--- src/rtl/pt8_pkg.sv ---
// package of the prescaled 8-bit timer: register map, fields, carriers
// Functional notes
// - counter counts up once per prescaled pulse and overflows after ff
// - each overflow reloads the counter from preload and counting goes on
// - a preload write while stopped is copied into the counter at once
// - a preload write while running waits in preload until next overflow
// - control bit 5 picks source: 0 system clock, 1 low-speed sub clock
// - control bit 4 runs the counter when set, stops it when clear
// - control bits 2..0 divide the source by 1 up to 128 in powers of two
// - control bits 7, 6 and 3 always read as zero
// - reading the count register returns the live counter, not preload
// - counting clock is inhibited during a count read or preload write
// - counter advances on the falling edge of the prescaled clock
// - overflow sets the request flag; interrupt only when enable bit set
// - overflow in power-down wakes the device whatever the enable, unless the request flag is already set
package pt8_pkg;
   localparam int unsigned ADDR_W = 8;
   localparam logic [7:0] OFS_COUNT = 8'h00;
   localparam logic [7:0] OFS_CTRL = 8'h04;
   localparam logic [7:0] OFS_PRELOAD = 8'h08;
   localparam logic [7:0] OFS_IRQ_STAT = 8'h0c;
   localparam logic [7:0] OFS_IRQ_MASK = 8'h10;
   localparam int unsigned CTRL_SRC_BIT = 5;
   localparam int unsigned CTRL_RUN_BIT = 4;
   localparam int unsigned PSC_LSB = 0;
   localparam int unsigned PSC_W = 3;
   localparam int unsigned DIV_W = 7;
   localparam logic [7:0] CTRL_RW_MASK = 8'h37;
   localparam logic [7:0] COUNT_MAX = 8'hff;
   localparam logic [7:0] RST_CTRL = 8'h00;
   localparam logic [7:0] RST_COUNT = 8'h00;
   localparam logic [7:0] RST_PRELOAD = 8'h00;
   localparam logic [1:0] RESP_OKAY = 2'h0;
   localparam logic [1:0] RESP_SLVERR = 2'h2;

   typedef struct packed {
      logic awvalid;
      logic [ADDR_W-1:0] awaddr;
      logic wvalid;
      logic [31:0] wdata;
      logic [3:0] wstrb;
      logic bready;
      logic arvalid;
      logic [ADDR_W-1:0] araddr;
      logic rready;
   } pt8_axi_req_s;

   typedef struct packed {
      logic awready;
      logic wready;
      logic bvalid;
      logic [1:0] bresp;
      logic arready;
      logic rvalid;
      logic [31:0] rdata;
      logic [1:0] rresp;
   } pt8_axi_rsp_s;

   typedef struct packed {
      logic meta;
      logic stable;
   } pt8_sync_s;

   typedef struct packed {
      logic sub_prev;
      logic [DIV_W-1:0] div;
   } pt8_psc_s;

   typedef struct packed {
      logic aw_rdy;
      logic w_rdy;
      logic aw_got;
      logic w_got;
      logic [ADDR_W-1:0] waddr;
      logic [7:0] wdata;
      logic wstrb0;
      logic wr_req;
      logic bvalid;
      logic [1:0] bresp;
      logic ar_rdy;
      logic rd_req;
      logic [ADDR_W-1:0] raddr;
      logic rvalid;
      logic [7:0] rdata;
      logic [1:0] rresp;
      logic [7:0] ctrl;
      logic [7:0] preload;
      logic [7:0] count;
      logic irq_stat;
      logic irq_mask;
      logic irq;
      logic ovf;
      logic wake;
   } pt8_top_s;

   function automatic logic pt8_is_mapped(input logic [ADDR_W-1:0] a);
      return (a == OFS_COUNT) || (a == OFS_CTRL) || (a == OFS_PRELOAD) ||
             (a == OFS_IRQ_STAT) || (a == OFS_IRQ_MASK);
   endfunction : pt8_is_mapped
endpackage : pt8_pkg

--- src/rtl/pt8_sync2.sv ---
// two-flop synchroniser for the sub clock level
`timescale 1ns/1ps
`default_nettype none
module pt8_sync2
   import pt8_pkg::*;
(
   input wire logic core_clk_i,
   input wire logic resetn_i,
   input wire logic async_i,
   output logic sync_o
);
   pt8_sync_s s_q;
   pt8_sync_s s_d;

   always_comb begin
      s_d.meta = async_i;
      s_d.stable = s_q.meta;
   end

   always_ff @(posedge core_clk_i or negedge resetn_i) begin
      if (!resetn_i) begin
         s_q <= '0;
      end else begin
         s_q <= s_d;
      end
   end

   assign sync_o = s_q.stable;
endmodule : pt8_sync2
`default_nettype wire

--- src/rtl/pt8_prescaler.sv ---
// source select and power-of-two prescaler producing count ticks
`timescale 1ns/1ps
`default_nettype none
module pt8_prescaler
   import pt8_pkg::*;
(
   input wire logic core_clk_i,
   input wire logic resetn_i,
   input wire logic sub_clk_i,
   input wire logic src_sel_i,
   input wire logic run_i,
   input wire logic [PSC_W-1:0] psc_i,
   input wire logic inhibit_i,
   output logic tick_o
);
   pt8_psc_s s_q;
   pt8_psc_s s_d;
   logic sub_s;
   logic src_tick;
   logic step;
   logic [DIV_W-1:0] mask;

   pt8_sync2 u_sub_sync (
      .core_clk_i(core_clk_i),
      .resetn_i(resetn_i),
      .async_i(sub_clk_i),
      .sync_o(sub_s)
   );

   always_comb begin
      s_d = s_q;
      src_tick = src_sel_i ? (sub_s && !s_q.sub_prev) : 1'b1;
      // a source edge swallowed while inhibited is simply lost
      step = src_tick && run_i && !inhibit_i;
      mask = DIV_W'((8'h01 << psc_i) - 8'h01);
      // divided clock bit psc-1 falls when all lower bits are one
      tick_o = step && ((s_q.div & mask) == mask);
      s_d.sub_prev = sub_s;
      if (!run_i) begin
         s_d.div = '0;
      end else if (step) begin
         s_d.div = DIV_W'(s_q.div + 7'h01);
      end
   end

   always_ff @(posedge core_clk_i or negedge resetn_i) begin
      if (!resetn_i) begin
         s_q <= '0;
      end else begin
         s_q <= s_d;
      end
   end
endmodule : pt8_prescaler
`default_nettype wire

--- src/rtl/pt8_timer.sv ---
// prescaled 8-bit timer with AXI4-Lite register slave
`timescale 1ns/1ps
`default_nettype none
module pt8_timer
   import pt8_pkg::*;
(
   input wire logic core_clk_i,
   input wire logic resetn_i,
   input wire pt8_axi_req_s axi_req_i,
   output pt8_axi_rsp_s axi_rsp_o,
   input wire logic sub_clk_i,
   input wire logic powerdown_i,
   output logic ovf_pulse_o,
   output logic wake_o,
   output logic irq_o
);
   pt8_top_s s_q;
   pt8_top_s s_d;
   logic tick;
   logic run;
   logic wr_hit;
   logic wr_count;
   logic rd_count;
   logic [7:0] rd_mux;

   assign run = s_q.ctrl[CTRL_RUN_BIT];
   assign wr_hit = s_q.wr_req && s_q.wstrb0;
   assign wr_count = wr_hit && (s_q.waddr == OFS_COUNT);
   assign rd_count = s_q.rd_req && (s_q.raddr == OFS_COUNT);

   pt8_prescaler u_psc (
      .core_clk_i(core_clk_i),
      .resetn_i(resetn_i),
      .sub_clk_i(sub_clk_i),
      .src_sel_i(s_q.ctrl[CTRL_SRC_BIT]),
      .run_i(run),
      .psc_i(s_q.ctrl[PSC_LSB +: PSC_W]),
      .inhibit_i(wr_count || rd_count),
      .tick_o(tick)
   );

   always_comb begin
      case (s_q.raddr)
         OFS_COUNT: rd_mux = s_q.count;
         OFS_CTRL: rd_mux = s_q.ctrl & CTRL_RW_MASK;
         OFS_PRELOAD: rd_mux = s_q.preload;
         OFS_IRQ_STAT: rd_mux = {7'h00, s_q.irq_stat};
         OFS_IRQ_MASK: rd_mux = {7'h00, s_q.irq_mask};
         default: rd_mux = 8'h00;
      endcase
   end

   always_comb begin
      s_d = s_q;
      s_d.wr_req = 1'b0;
      s_d.rd_req = 1'b0;
      s_d.ovf = 1'b0;
      s_d.wake = 1'b0;

      // write address and data are taken in either order
      if (axi_req_i.awvalid && s_q.aw_rdy) begin
         s_d.aw_rdy = 1'b0;
         s_d.aw_got = 1'b1;
         s_d.waddr = axi_req_i.awaddr;
      end
      if (axi_req_i.wvalid && s_q.w_rdy) begin
         s_d.w_rdy = 1'b0;
         s_d.w_got = 1'b1;
         s_d.wdata = axi_req_i.wdata[7:0];
         s_d.wstrb0 = axi_req_i.wstrb[0];
      end
      if (s_q.aw_got && s_q.w_got) begin
         s_d.aw_got = 1'b0;
         s_d.w_got = 1'b0;
         s_d.wr_req = 1'b1;
         s_d.bvalid = 1'b1;
         s_d.bresp = pt8_is_mapped(s_q.waddr) ? RESP_OKAY : RESP_SLVERR;
      end
      if (s_q.bvalid && axi_req_i.bready) begin
         s_d.bvalid = 1'b0;
         s_d.aw_rdy = 1'b1;
         s_d.w_rdy = 1'b1;
      end

      // read data is sampled one cycle after the address is taken
      if (axi_req_i.arvalid && s_q.ar_rdy) begin
         s_d.ar_rdy = 1'b0;
         s_d.rd_req = 1'b1;
         s_d.raddr = axi_req_i.araddr;
      end
      if (s_q.rd_req) begin
         s_d.rvalid = 1'b1;
         s_d.rdata = rd_mux;
         s_d.rresp = pt8_is_mapped(s_q.raddr) ? RESP_OKAY : RESP_SLVERR;
      end
      if (s_q.rvalid && axi_req_i.rready) begin
         s_d.rvalid = 1'b0;
         s_d.ar_rdy = 1'b1;
      end

      // register writes; the count offset holds the preload on write
      if (wr_hit && s_q.waddr == OFS_CTRL) begin
         s_d.ctrl = s_q.wdata & CTRL_RW_MASK;
      end
      if (wr_count) begin
         s_d.preload = s_q.wdata;
         if (!run) begin
            s_d.count = s_q.wdata;
         end
      end
      if (wr_hit && s_q.waddr == OFS_IRQ_MASK) begin
         s_d.irq_mask = s_q.wdata[0];
      end
      if (wr_hit && s_q.waddr == OFS_IRQ_STAT && s_q.wdata[0]) begin
         s_d.irq_stat = 1'b0;
      end

      // tick never coincides with a count write: it is inhibited then
      if (tick && run) begin
         if (s_q.count == COUNT_MAX) begin
            s_d.count = s_q.preload;
            s_d.ovf = 1'b1;
         end else begin
            s_d.count = 8'(s_q.count + 8'h01);
         end
      end

      // overflow wins over a same-cycle clear of the request flag
      if (s_d.ovf) begin
         s_d.irq_stat = 1'b1;
         // an already pending flag masks the wake-up on purpose
         s_d.wake = powerdown_i && !s_q.irq_stat;
      end
      s_d.irq = s_q.irq_stat && s_q.irq_mask;
   end

   always_ff @(posedge core_clk_i or negedge resetn_i) begin
      if (!resetn_i) begin
         s_q <= '0;
         s_q.aw_rdy <= 1'b1;
         s_q.w_rdy <= 1'b1;
         s_q.ar_rdy <= 1'b1;
         s_q.ctrl <= RST_CTRL;
         s_q.count <= RST_COUNT;
         s_q.preload <= RST_PRELOAD;
      end else begin
         s_q <= s_d;
      end
   end

   always_comb begin
      axi_rsp_o.awready = s_q.aw_rdy;
      axi_rsp_o.wready = s_q.w_rdy;
      axi_rsp_o.bvalid = s_q.bvalid;
      axi_rsp_o.bresp = s_q.bresp;
      axi_rsp_o.arready = s_q.ar_rdy;
      axi_rsp_o.rvalid = s_q.rvalid;
      axi_rsp_o.rdata = {24'h000000, s_q.rdata};
      axi_rsp_o.rresp = s_q.rresp;
   end

   assign ovf_pulse_o = s_q.ovf;
   assign wake_o = s_q.wake;
   assign irq_o = s_q.irq;
endmodule : pt8_timer
`default_nettype wire

--- config.mk ---
export PLATFORM = sky130hd
export DESIGN_NAME = pt8_timer
export DESIGN_NICKNAME = d
export VERILOG_FILES = /design/src/rtl/pt8_pkg.sv /design/src/rtl/pt8_sync2.sv /design/src/rtl/pt8_prescaler.sv /design/src/rtl/pt8_timer.sv
export SDC_FILE = /design/constraint.sdc
export NUM_CORES = 1
export LEC_CHECK = 0
export BUFFER_PORTS_ARGS = -buffer_cell sky130_fd_sc_hd__buf_2
export CAP_MARGIN = 25
export CORE_MARGIN = 2
export CORE_UTILIZATION = 36
export CTS_CLUSTER_SIZE = 28
export DETAILED_ROUTE_END_ITERATION = 12
export PLACE_DENSITY = 0.57
export SYNTH_ARGS = -nofsm -noshare
export SYNTH_HDL_FRONTEND = slang
export SYNTH_HIERARCHICAL = 1
export SYNTH_SLANG_ARGS = --single-unit
--- constraint.sdc ---
create_clock -name core_clk_i -period 9 [get_ports core_clk_i]
set_clock_uncertainty 0.2 [all_clocks]
set_input_delay 0.45 -clock core_clk_i [delete_from_list [all_inputs] [get_ports core_clk_i]]
set_output_delay 0.45 -clock core_clk_i [all_outputs]
set_load 0.01 [all_outputs]
==> results of run 1 <==
==> power breakdown <==
group          internal (mW)  leakage [nW]  switching (mW)
sequential             0.457          1.03           0.119
clock                  0.114        0.0951           0.129
combinational          0.128          1.03          0.0964
total                  0.699          2.15           0.344
==> how the worst min path moves through the flow <==
stage | endpoint | slack, ns
detailed placement | u_psc/u_sub_sync/sync_o | 0.15
CTS | axi_rsp_o[35] | 0.05
global route | axi_rsp_o[35] | 0.04
floorplan | axi_rsp_o[1] | -0.05
finish | axi_rsp_o[35] | 0.07
global placement | u_psc/u_sub_sync/sync_o | 0.14
==> layout by cell type (no fill, tap or decap), drive strengths merged, types with 3 or more instances in the layout <==
cell     n
nand3b   4
o22ai    5
nand2   18
nor2    17
mux2    41
a21oi    9
mux2i   15
buf     54
o211ai   5
dfrtp   77
nand3   13
o32ai    3
a31oi    4
nand2b   4
o31ai    3
clkinv   4
and3     8
clkbuf  11
xnor2    3
conb    26
o21ai   13
and2     6
inv     17
dfstp    3
==> sequential cells by signal, indices dropped and copies added, names as in the netlist <==
signal and flops:
ovf_pulse_o 1, u_psc/s_q 8, irq_o 1, s_q 51, wake_o 1, u_psc/u_sub_sync/sync_o 1
u_psc/u_sub_sync/s_d 1, run 1, axi_rsp_o 15
==> cells by family after synthesis <==
| kind of cell | count (synthesis) | share of synthesized area (%) |
|---|---|---|
| DFF | 80 | 49.57 |
| AOI/OAI and AO/OA | 60 | 10.64 |
| other | 1 | 0.09268 |
| xor gates and xnor gates | 4 | 0.8660 |
| buffers and inverters | 69 | 10.57 |
| muxes | 56 | 15.58 |
| adders and majority gates | 2 | 0.6183 |
| and+or+nand+nor | 85 | 12.06 |
==> Yosys cell counts, drive strengths merged (6+ instances only) <==
cell and n:
and3 8, mux2i 15, dfrtp 77, o21ai 13, nand2 18, and2 6, nand3 13, inv 17
nor2 17, buf 48, a21oi 9, mux2 41
==> per-layer routing <==
| metal | routed length (um) | vias to the layer above | track usage [%] |
|---|---|---|---|
| met2 | 3599 | 89 | 21.78 |
| met3 | 470 | 4 | 4.938 |
| met4 | 58 | 0 | 4.069 |
| li1 | - | 1294 | - |
| met1 | 3670 | 1307 | 18.57 |
| met5 | 0 | - | 0 |
==> critical path: stages, from the launching register on <==
cell and delay, ns:
sky130_fd_sc_hd__dfrtp_1 0.46, sky130_fd_sc_hd__nor4_1 0.12, sky130_fd_sc_hd__nand4bb_1 0.11, sky130_fd_sc_hd__buf_4 0.28, sky130_fd_sc_hd__o31ai_1 0.17, sky130_fd_sc_hd__a211o_1 0.41
sky130_fd_sc_hd__a221oi_2 0.58, sky130_fd_sc_hd__and2_1 0.37, sky130_fd_sc_hd__nand3_1 0.15, sky130_fd_sc_hd__o221a_2 0.27, sky130_fd_sc_hd__a211o_1 0.22
==> cell type report <==
cell class,instances,area (um^2)
fillers,1085,6434
clock inverters,5,31.28
flip-flops and latches,80,2006
inverters,17,63.81
repair buffers,56,320.3
well taps,140,175.2
clock buffers,11,151.4
multi-input cells,233,1707
==> through the flow <==
| step | area (um^2) | total power [mW] |
|---|---|---|
| global route | 4454 | 1.116 |
| global placement | 4224 | 0.7955 |
| floorplan | 4140 | 0.7486 |
| detailed placement | 4224 | 0.8078 |
| CTS | 4417 | 1.055 |
| finish | 4454 | 1.043 |
==> repair_timing <==
item                                    in CTS  in global routing
resized for setup                            0                  0
setup buffers                                0                  0
endpoints found under the setup margin       0                  0
endpoints found under the hold margin        1                 14
hold buffers                                 1                  1
==> impl_metrics.csv, run 1 <==
group,metric,value,unit
outcome,outcome,"finished, final reports clean",
global_routing,grt_first_pass_wirelength,12.97,mm
synthesis,synth_area_leaders,"sky130_fd_sc_hd__dfrtp_1, sky130_fd_sc_hd__mux2_2, sky130_fd_sc_hd__buf_4",
global_routing,antenna_found_initial,0,
worst_setup_path,reg2reg_from,"s_q[65]",
synthesis,synth-main-ff-cell,"sky130_fd_sc_hd__dfrtp_1",
global_routing,vias_in_the_first_global_route,2584,
cells_and_area,antenna-diode-count,0,
drt,drtPass1Iterations,4,
clock_tree,cts_max_level,3,
sta,final-max-slew-violation-count,0,
place,hpwl,5.477,mm
global_routing,gr-total-overflow,0,
clock_tree,tritoncts.num_buffers,9,
cells_and_area,final_core_util,40.91,%
drt,drt_first_iter_violations,107,
clock_tree,cts_root_buffer,"sky130_fd_sc_hd__clkbuf_8",
drt,routed_wl,7.798,mm
worst_setup_path,timing.critical_path.from,"s_q[65]",
sta,rsz0062_at_grt,"false",
worst_setup_path,cp-end-kind,"flop",
sta,worst_slew_margin_rel,52.56,%
synthesis,ys_types,61,
clock_tree,cts_tree,"done",
synthesis,synth_top_area_share,47.62,%
drt,wl_per_cell,14.39,um
die,floorplan.die.height,110.0,um
job,maxCapViolations,0,
power_and_ir_drop,worst_case_vdd_ir_drop,107.0,uV
global_routing,grt_use_total,14.06,%
worst_setup_path,worstPathRequired,9.04,ns
die,floorplan.die.width,110.0,um
clock_tree,clock_latency,0.35,ns
worst_setup_path,worst-path-max-fanout,19,
synthesis,ys_seq_area_share,49.57,%
clock_tree,number_of_sinks_handled_by_clock_tree_synthesis,80,
synthesis,synth_top_cell_by_area,"sky130_fd_sc_hd__dfrtp_1",
worst_setup_path,worstSetupEndpoint,"s_q[11]",
die,die_area,12100,um^2
worst_setup_path,crit-reg2reg-capture,"s_q[11]",
global_routing,grt_max_degree,81,
hold_path,timing.hold.worst.class,"in -> reg",
worst_setup_path,worst_setup_path_start_kind,"flop",
synthesis,async_set_or_reset_register_ratio_after_synthesis,100.0,%
synthesis,total_of_warnings_raised_by_yosys,6,
cells_and_area,final_layout_size_suffix_gt1_share,31.09,%
place,detailedPlace.worstSlack,5.624,ns
synthesis,cells_after_synth,357,
worst_setup_path,timing.reg2reg.setup_slack,5.54,ns
cells_and_area,syn2layout_area_growth,10.08,%
hold_path,hold_path_depth,2,
drt,num_vias,2694,
die,io_pins,105,
synthesis,synth-seq-cells,80,
place,placer_congestion_estimate,0.7922,
clock_tree,clk_transition_reported_paths,0.08,ns
worst_setup_path,reg2reg_depth,10,
die,row_count,38,
worst_setup_path,timing.setup.critical_path_class,"reg -> reg",
cells_and_area,net_total_in_the_final_layout,460,
clock_tree,cts.path.max_buffers,2,
place,placed_cells,523,
sta,fin_crit_sh,38.42,%
hold_path,worst_hold_startpoint,"axi_req_i[9]",
cells_and_area,final-instance-count-excl-fill,542,
sta,worst_pin_slew,0.7116,ns
drt,avgViaCountPerCell,4.970,
sta,period_minus_slack,3.458,ns
sta,highest_clock_rate,289.2,MHz
die,core-area,10890,um^2
sta,setup_viol_count_final,0,
sta,setup_slack,5.542,ns
synthesis,synth_edf_count,0,
drt,drc,0,
synthesis,synthesized_area_per_cell,11.33,um^2
synthesis,synth.cell_area,4046,um^2
power_and_ir_drop,total_leakage_power,2.148,nW
sta,holdWs,0.06718,ns
die,start_util,37.16,%
power_and_ir_drop,power_density,234.3,nW/um^2
sta,hold_violations,0,
worst_setup_path,worstPathArrival,3.49,ns
drt,detail-route-antenna-nets,0,
place,portBuffers,51,
sta,setup_total_negative_slack,0,ns
(Power assumes the default switching activity.)
==> run 2, diff against run 1 <==
Clock period 9 ns to 3.6 ns, I/O delays scaled along.
==> run 2 against run 1 <==
  * Critical path depth did not move
  * Wire length rose by 2.8%
  * Sequential cell count did not move
  * Count of clock-buffer cells in the layout did not move
  * Hold slack improved by 0.014 ns
  * Register-to-register slack got worse by 5.2 ns
  * Largest cell class unchanged
  * Total power rose to 2.6 times the previous value
  * Clock power rose to 2.8 times the previous value
==> impl_metrics.csv, run 2 (synthesis gave the netlist of run 1 again) <==
group,metric,value,unit
outcome,outcome,"finished, final reports clean",
worst_setup_path,cp-end-kind,"flop",
hold_path,timing.hold.worst.class,"in -> async",
drt,wl_per_cell,13.87,um
drt,drc,0,
cells_and_area,final_cell_mix,"sky130_fd_sc_hd__dfrtp_1, sky130_fd_sc_hd__buf_2, sky130_fd_sc_hd__mux2_2",
power_and_ir_drop,total_leakage_power,2.308,nW
drt,drt_first_iter_violations,80,
worst_setup_path,critical-path-max-stage-delay,0.52,ns
worst_setup_path,critPathBufInv,0,
sta,fin_crit_sh,89.83,%
worst_setup_path,timing.critical_path.from,"s_q[47]",
drt,num_vias,2823,
die,floorplan.die.height,110.0,um
sta,hold_violations,0,
cells_and_area,net_total_in_the_final_layout,496,
worst_setup_path,worst-path-max-fanout,9,
worst_setup_path,reg2reg_from,"s_q[47]",
clock_tree,clk_transition_reported_paths,0.09,ns
drt,routed_wl,8.016,mm
place,post_dp_cell_area,4247,um^2
die,core-area,10890,um^2
cells_and_area,layout.cells.most_common,"sky130_fd_sc_hd__dfrtp_1",
die,floorplan.die.width,110.0,um
worst_setup_path,timing.setup.critical_path_class,"reg -> reg",
global_routing,gr-total-overflow,0,
clock_tree,clock_latency,0.36,ns
worst_setup_path,worstPathCellList,"or4_1 > nor2_1 > nand3b_2 > o31ai_1 > a211o_1 > a221oi_2 > and2_1 > nand3_1 > nor2_1 > a211o_1",
die,start_util,37.16,%
sta,worst_pin_slew,0.6665,ns
cells_and_area,largest-register,"s_q",
clock_tree,cts_root_buffer,"sky130_fd_sc_hd__clkbuf_8",
global_routing,grt_first_pass_wirelength,13.14,mm
worst_setup_path,timing.reg2reg.setup_slack,0.37,ns
clock_tree,cts_max_level,3,
global_routing,grt_max_degree,81,
cells_and_area,syn2layout_area_growth,19.36,%
sta,setup_total_negative_slack,0,ns
clock_tree,post_cts.repair.setup_buffers,0,
die,row_count,38,
global_routing,grt_use_total,14.20,%
drt,drtPass1Iterations,4,
clock_tree,cts.hold.buffers_added,35,
sta,setup_viol_count_final,0,
clock_tree,cts.path.max_buffers,2,
worst_setup_path,worstPathRequired,3.64,ns
global_routing,antenna_found_initial,0,
cells_and_area,design_area,4830,um^2
worst_setup_path,worstPathArrival,3.27,ns
drt,avgViaCountPerCell,4.884,
place,hpwl,5.442,mm
worst_setup_path,reg2reg_depth,10,
sta,worst_slew_margin_rel,55.57,%
sta,highest_clock_rate,309.2,MHz
cells_and_area,antenna-diode-count,0,
clock_tree,cts_tree,"done",
worst_setup_path,crit_family,"simple AND/OR/NAND/NOR gates",
worst_setup_path,worst_setup_path_start_kind,"flop",
clock_tree,number_of_sinks_handled_by_clock_tree_synthesis,80,
sta,final-max-slew-violation-count,0,
cells_and_area,largest_reg_flops,51,
sta,rsz0062_at_grt,"false",
worst_setup_path,crit-reg2reg-capture,"s_q[11]",
sta,holdWs,0.08102,ns
clock_tree,ctsResizeCount,0,
power_and_ir_drop,power_density,565.4,nW/um^2
clock_tree,tritoncts.num_buffers,9,
job,maxCapViolations,0,
place,portBuffers,51,
worst_setup_path,timing.critical_path.slowest_stage_cell,"sky130_fd_sc_hd__or4_1",
power_and_ir_drop,worst_case_vdd_ir_drop,326.4,uV
global_routing,vias_in_the_first_global_route,2697,
drt,detail-route-antenna-nets,0,
die,io_pins,105,
die,die_area,12100,um^2
sta,period_minus_slack,3.234,ns
cells_and_area,final_layout_size_suffix_gt1_share,29.00,%
place,placer_congestion_estimate,0.7941,
==> run 2: cell types whose count changed in the layout (fill, tap and decap cells not counted), sizes merged <==
| cell | delta |
|---|---|
| clkinv | -3 |
| buf | +3 |
| bufinv | +1 |
| dlygate4sd3 | +33 |
| inv | +2 |
==> run 2: stage by stage <==
stage | instances | setup WS (ns) | util [%] | total power [mW]
after CTS | 577 | 0.3743 | 44.10 | 2.761
after floorplan | 382 | 0.6192 | - | 1.871
after detailed placement | 526 | 0.3901 | 39.00 | 2.033
final | 578 | 0.3662 | 44.36 | 2.731
after global routing | 578 | 0.1761 | 44.36 | 2.916
after global placement | 526 | 0.4349 | 39.00 | 2.006
==> run 2: final cells by class <==
type	count	area, um^2
clock inverters	5	63.81
flip-flops and latches	80	2006
well taps	140	175.2
multi-input cells	233	1707
inverters	17	63.81
clock buffers	11	141.4
repair buffers	92	673.1
fillers	1040	6058
==> run 2: worst max path at each step <==
stage	end	slack (ns)	cells after the start
finish	s_q[11]	0.37	10
global route	s_q[11]	0.18	10
CTS	s_q[11]	0.37	10
detailed placement	s_q[11]	0.39	10
global placement	s_q[11]	0.43	10
floorplan	s_q[11]	0.62	12
==> run 2: per-layer routing <==
metal	vias to the layer above	share of wire [%]	global-route usage, %
met2	71	45	21.91
met1	1382	49	19.57
li1	1364	-	-
met4	0	0.91	5.154
met5	-	0	0
met3	6	4.8	3.175
==> run 2: power breakdown <==
| group | leakage [nW] | switching (mW) | internal [mW] |
|---|---|---|---|
| logic | 1.18 | 0.301 | 0.366 |
| clock network | 0.101 | 0.336 | 0.346 |
| registers | 1.03 | 0.239 | 1.14 |
| total | 2.31 | 0.875 | 1.86 |
==> run 2: worst register-to-register path: cells and delay by family, from the launching register on <==
family,cells,cell delay [ns]
DFF,1,0.38
and+or+nand+nor,6,1.35
AOI/OAI and AO/OA,4,1.20
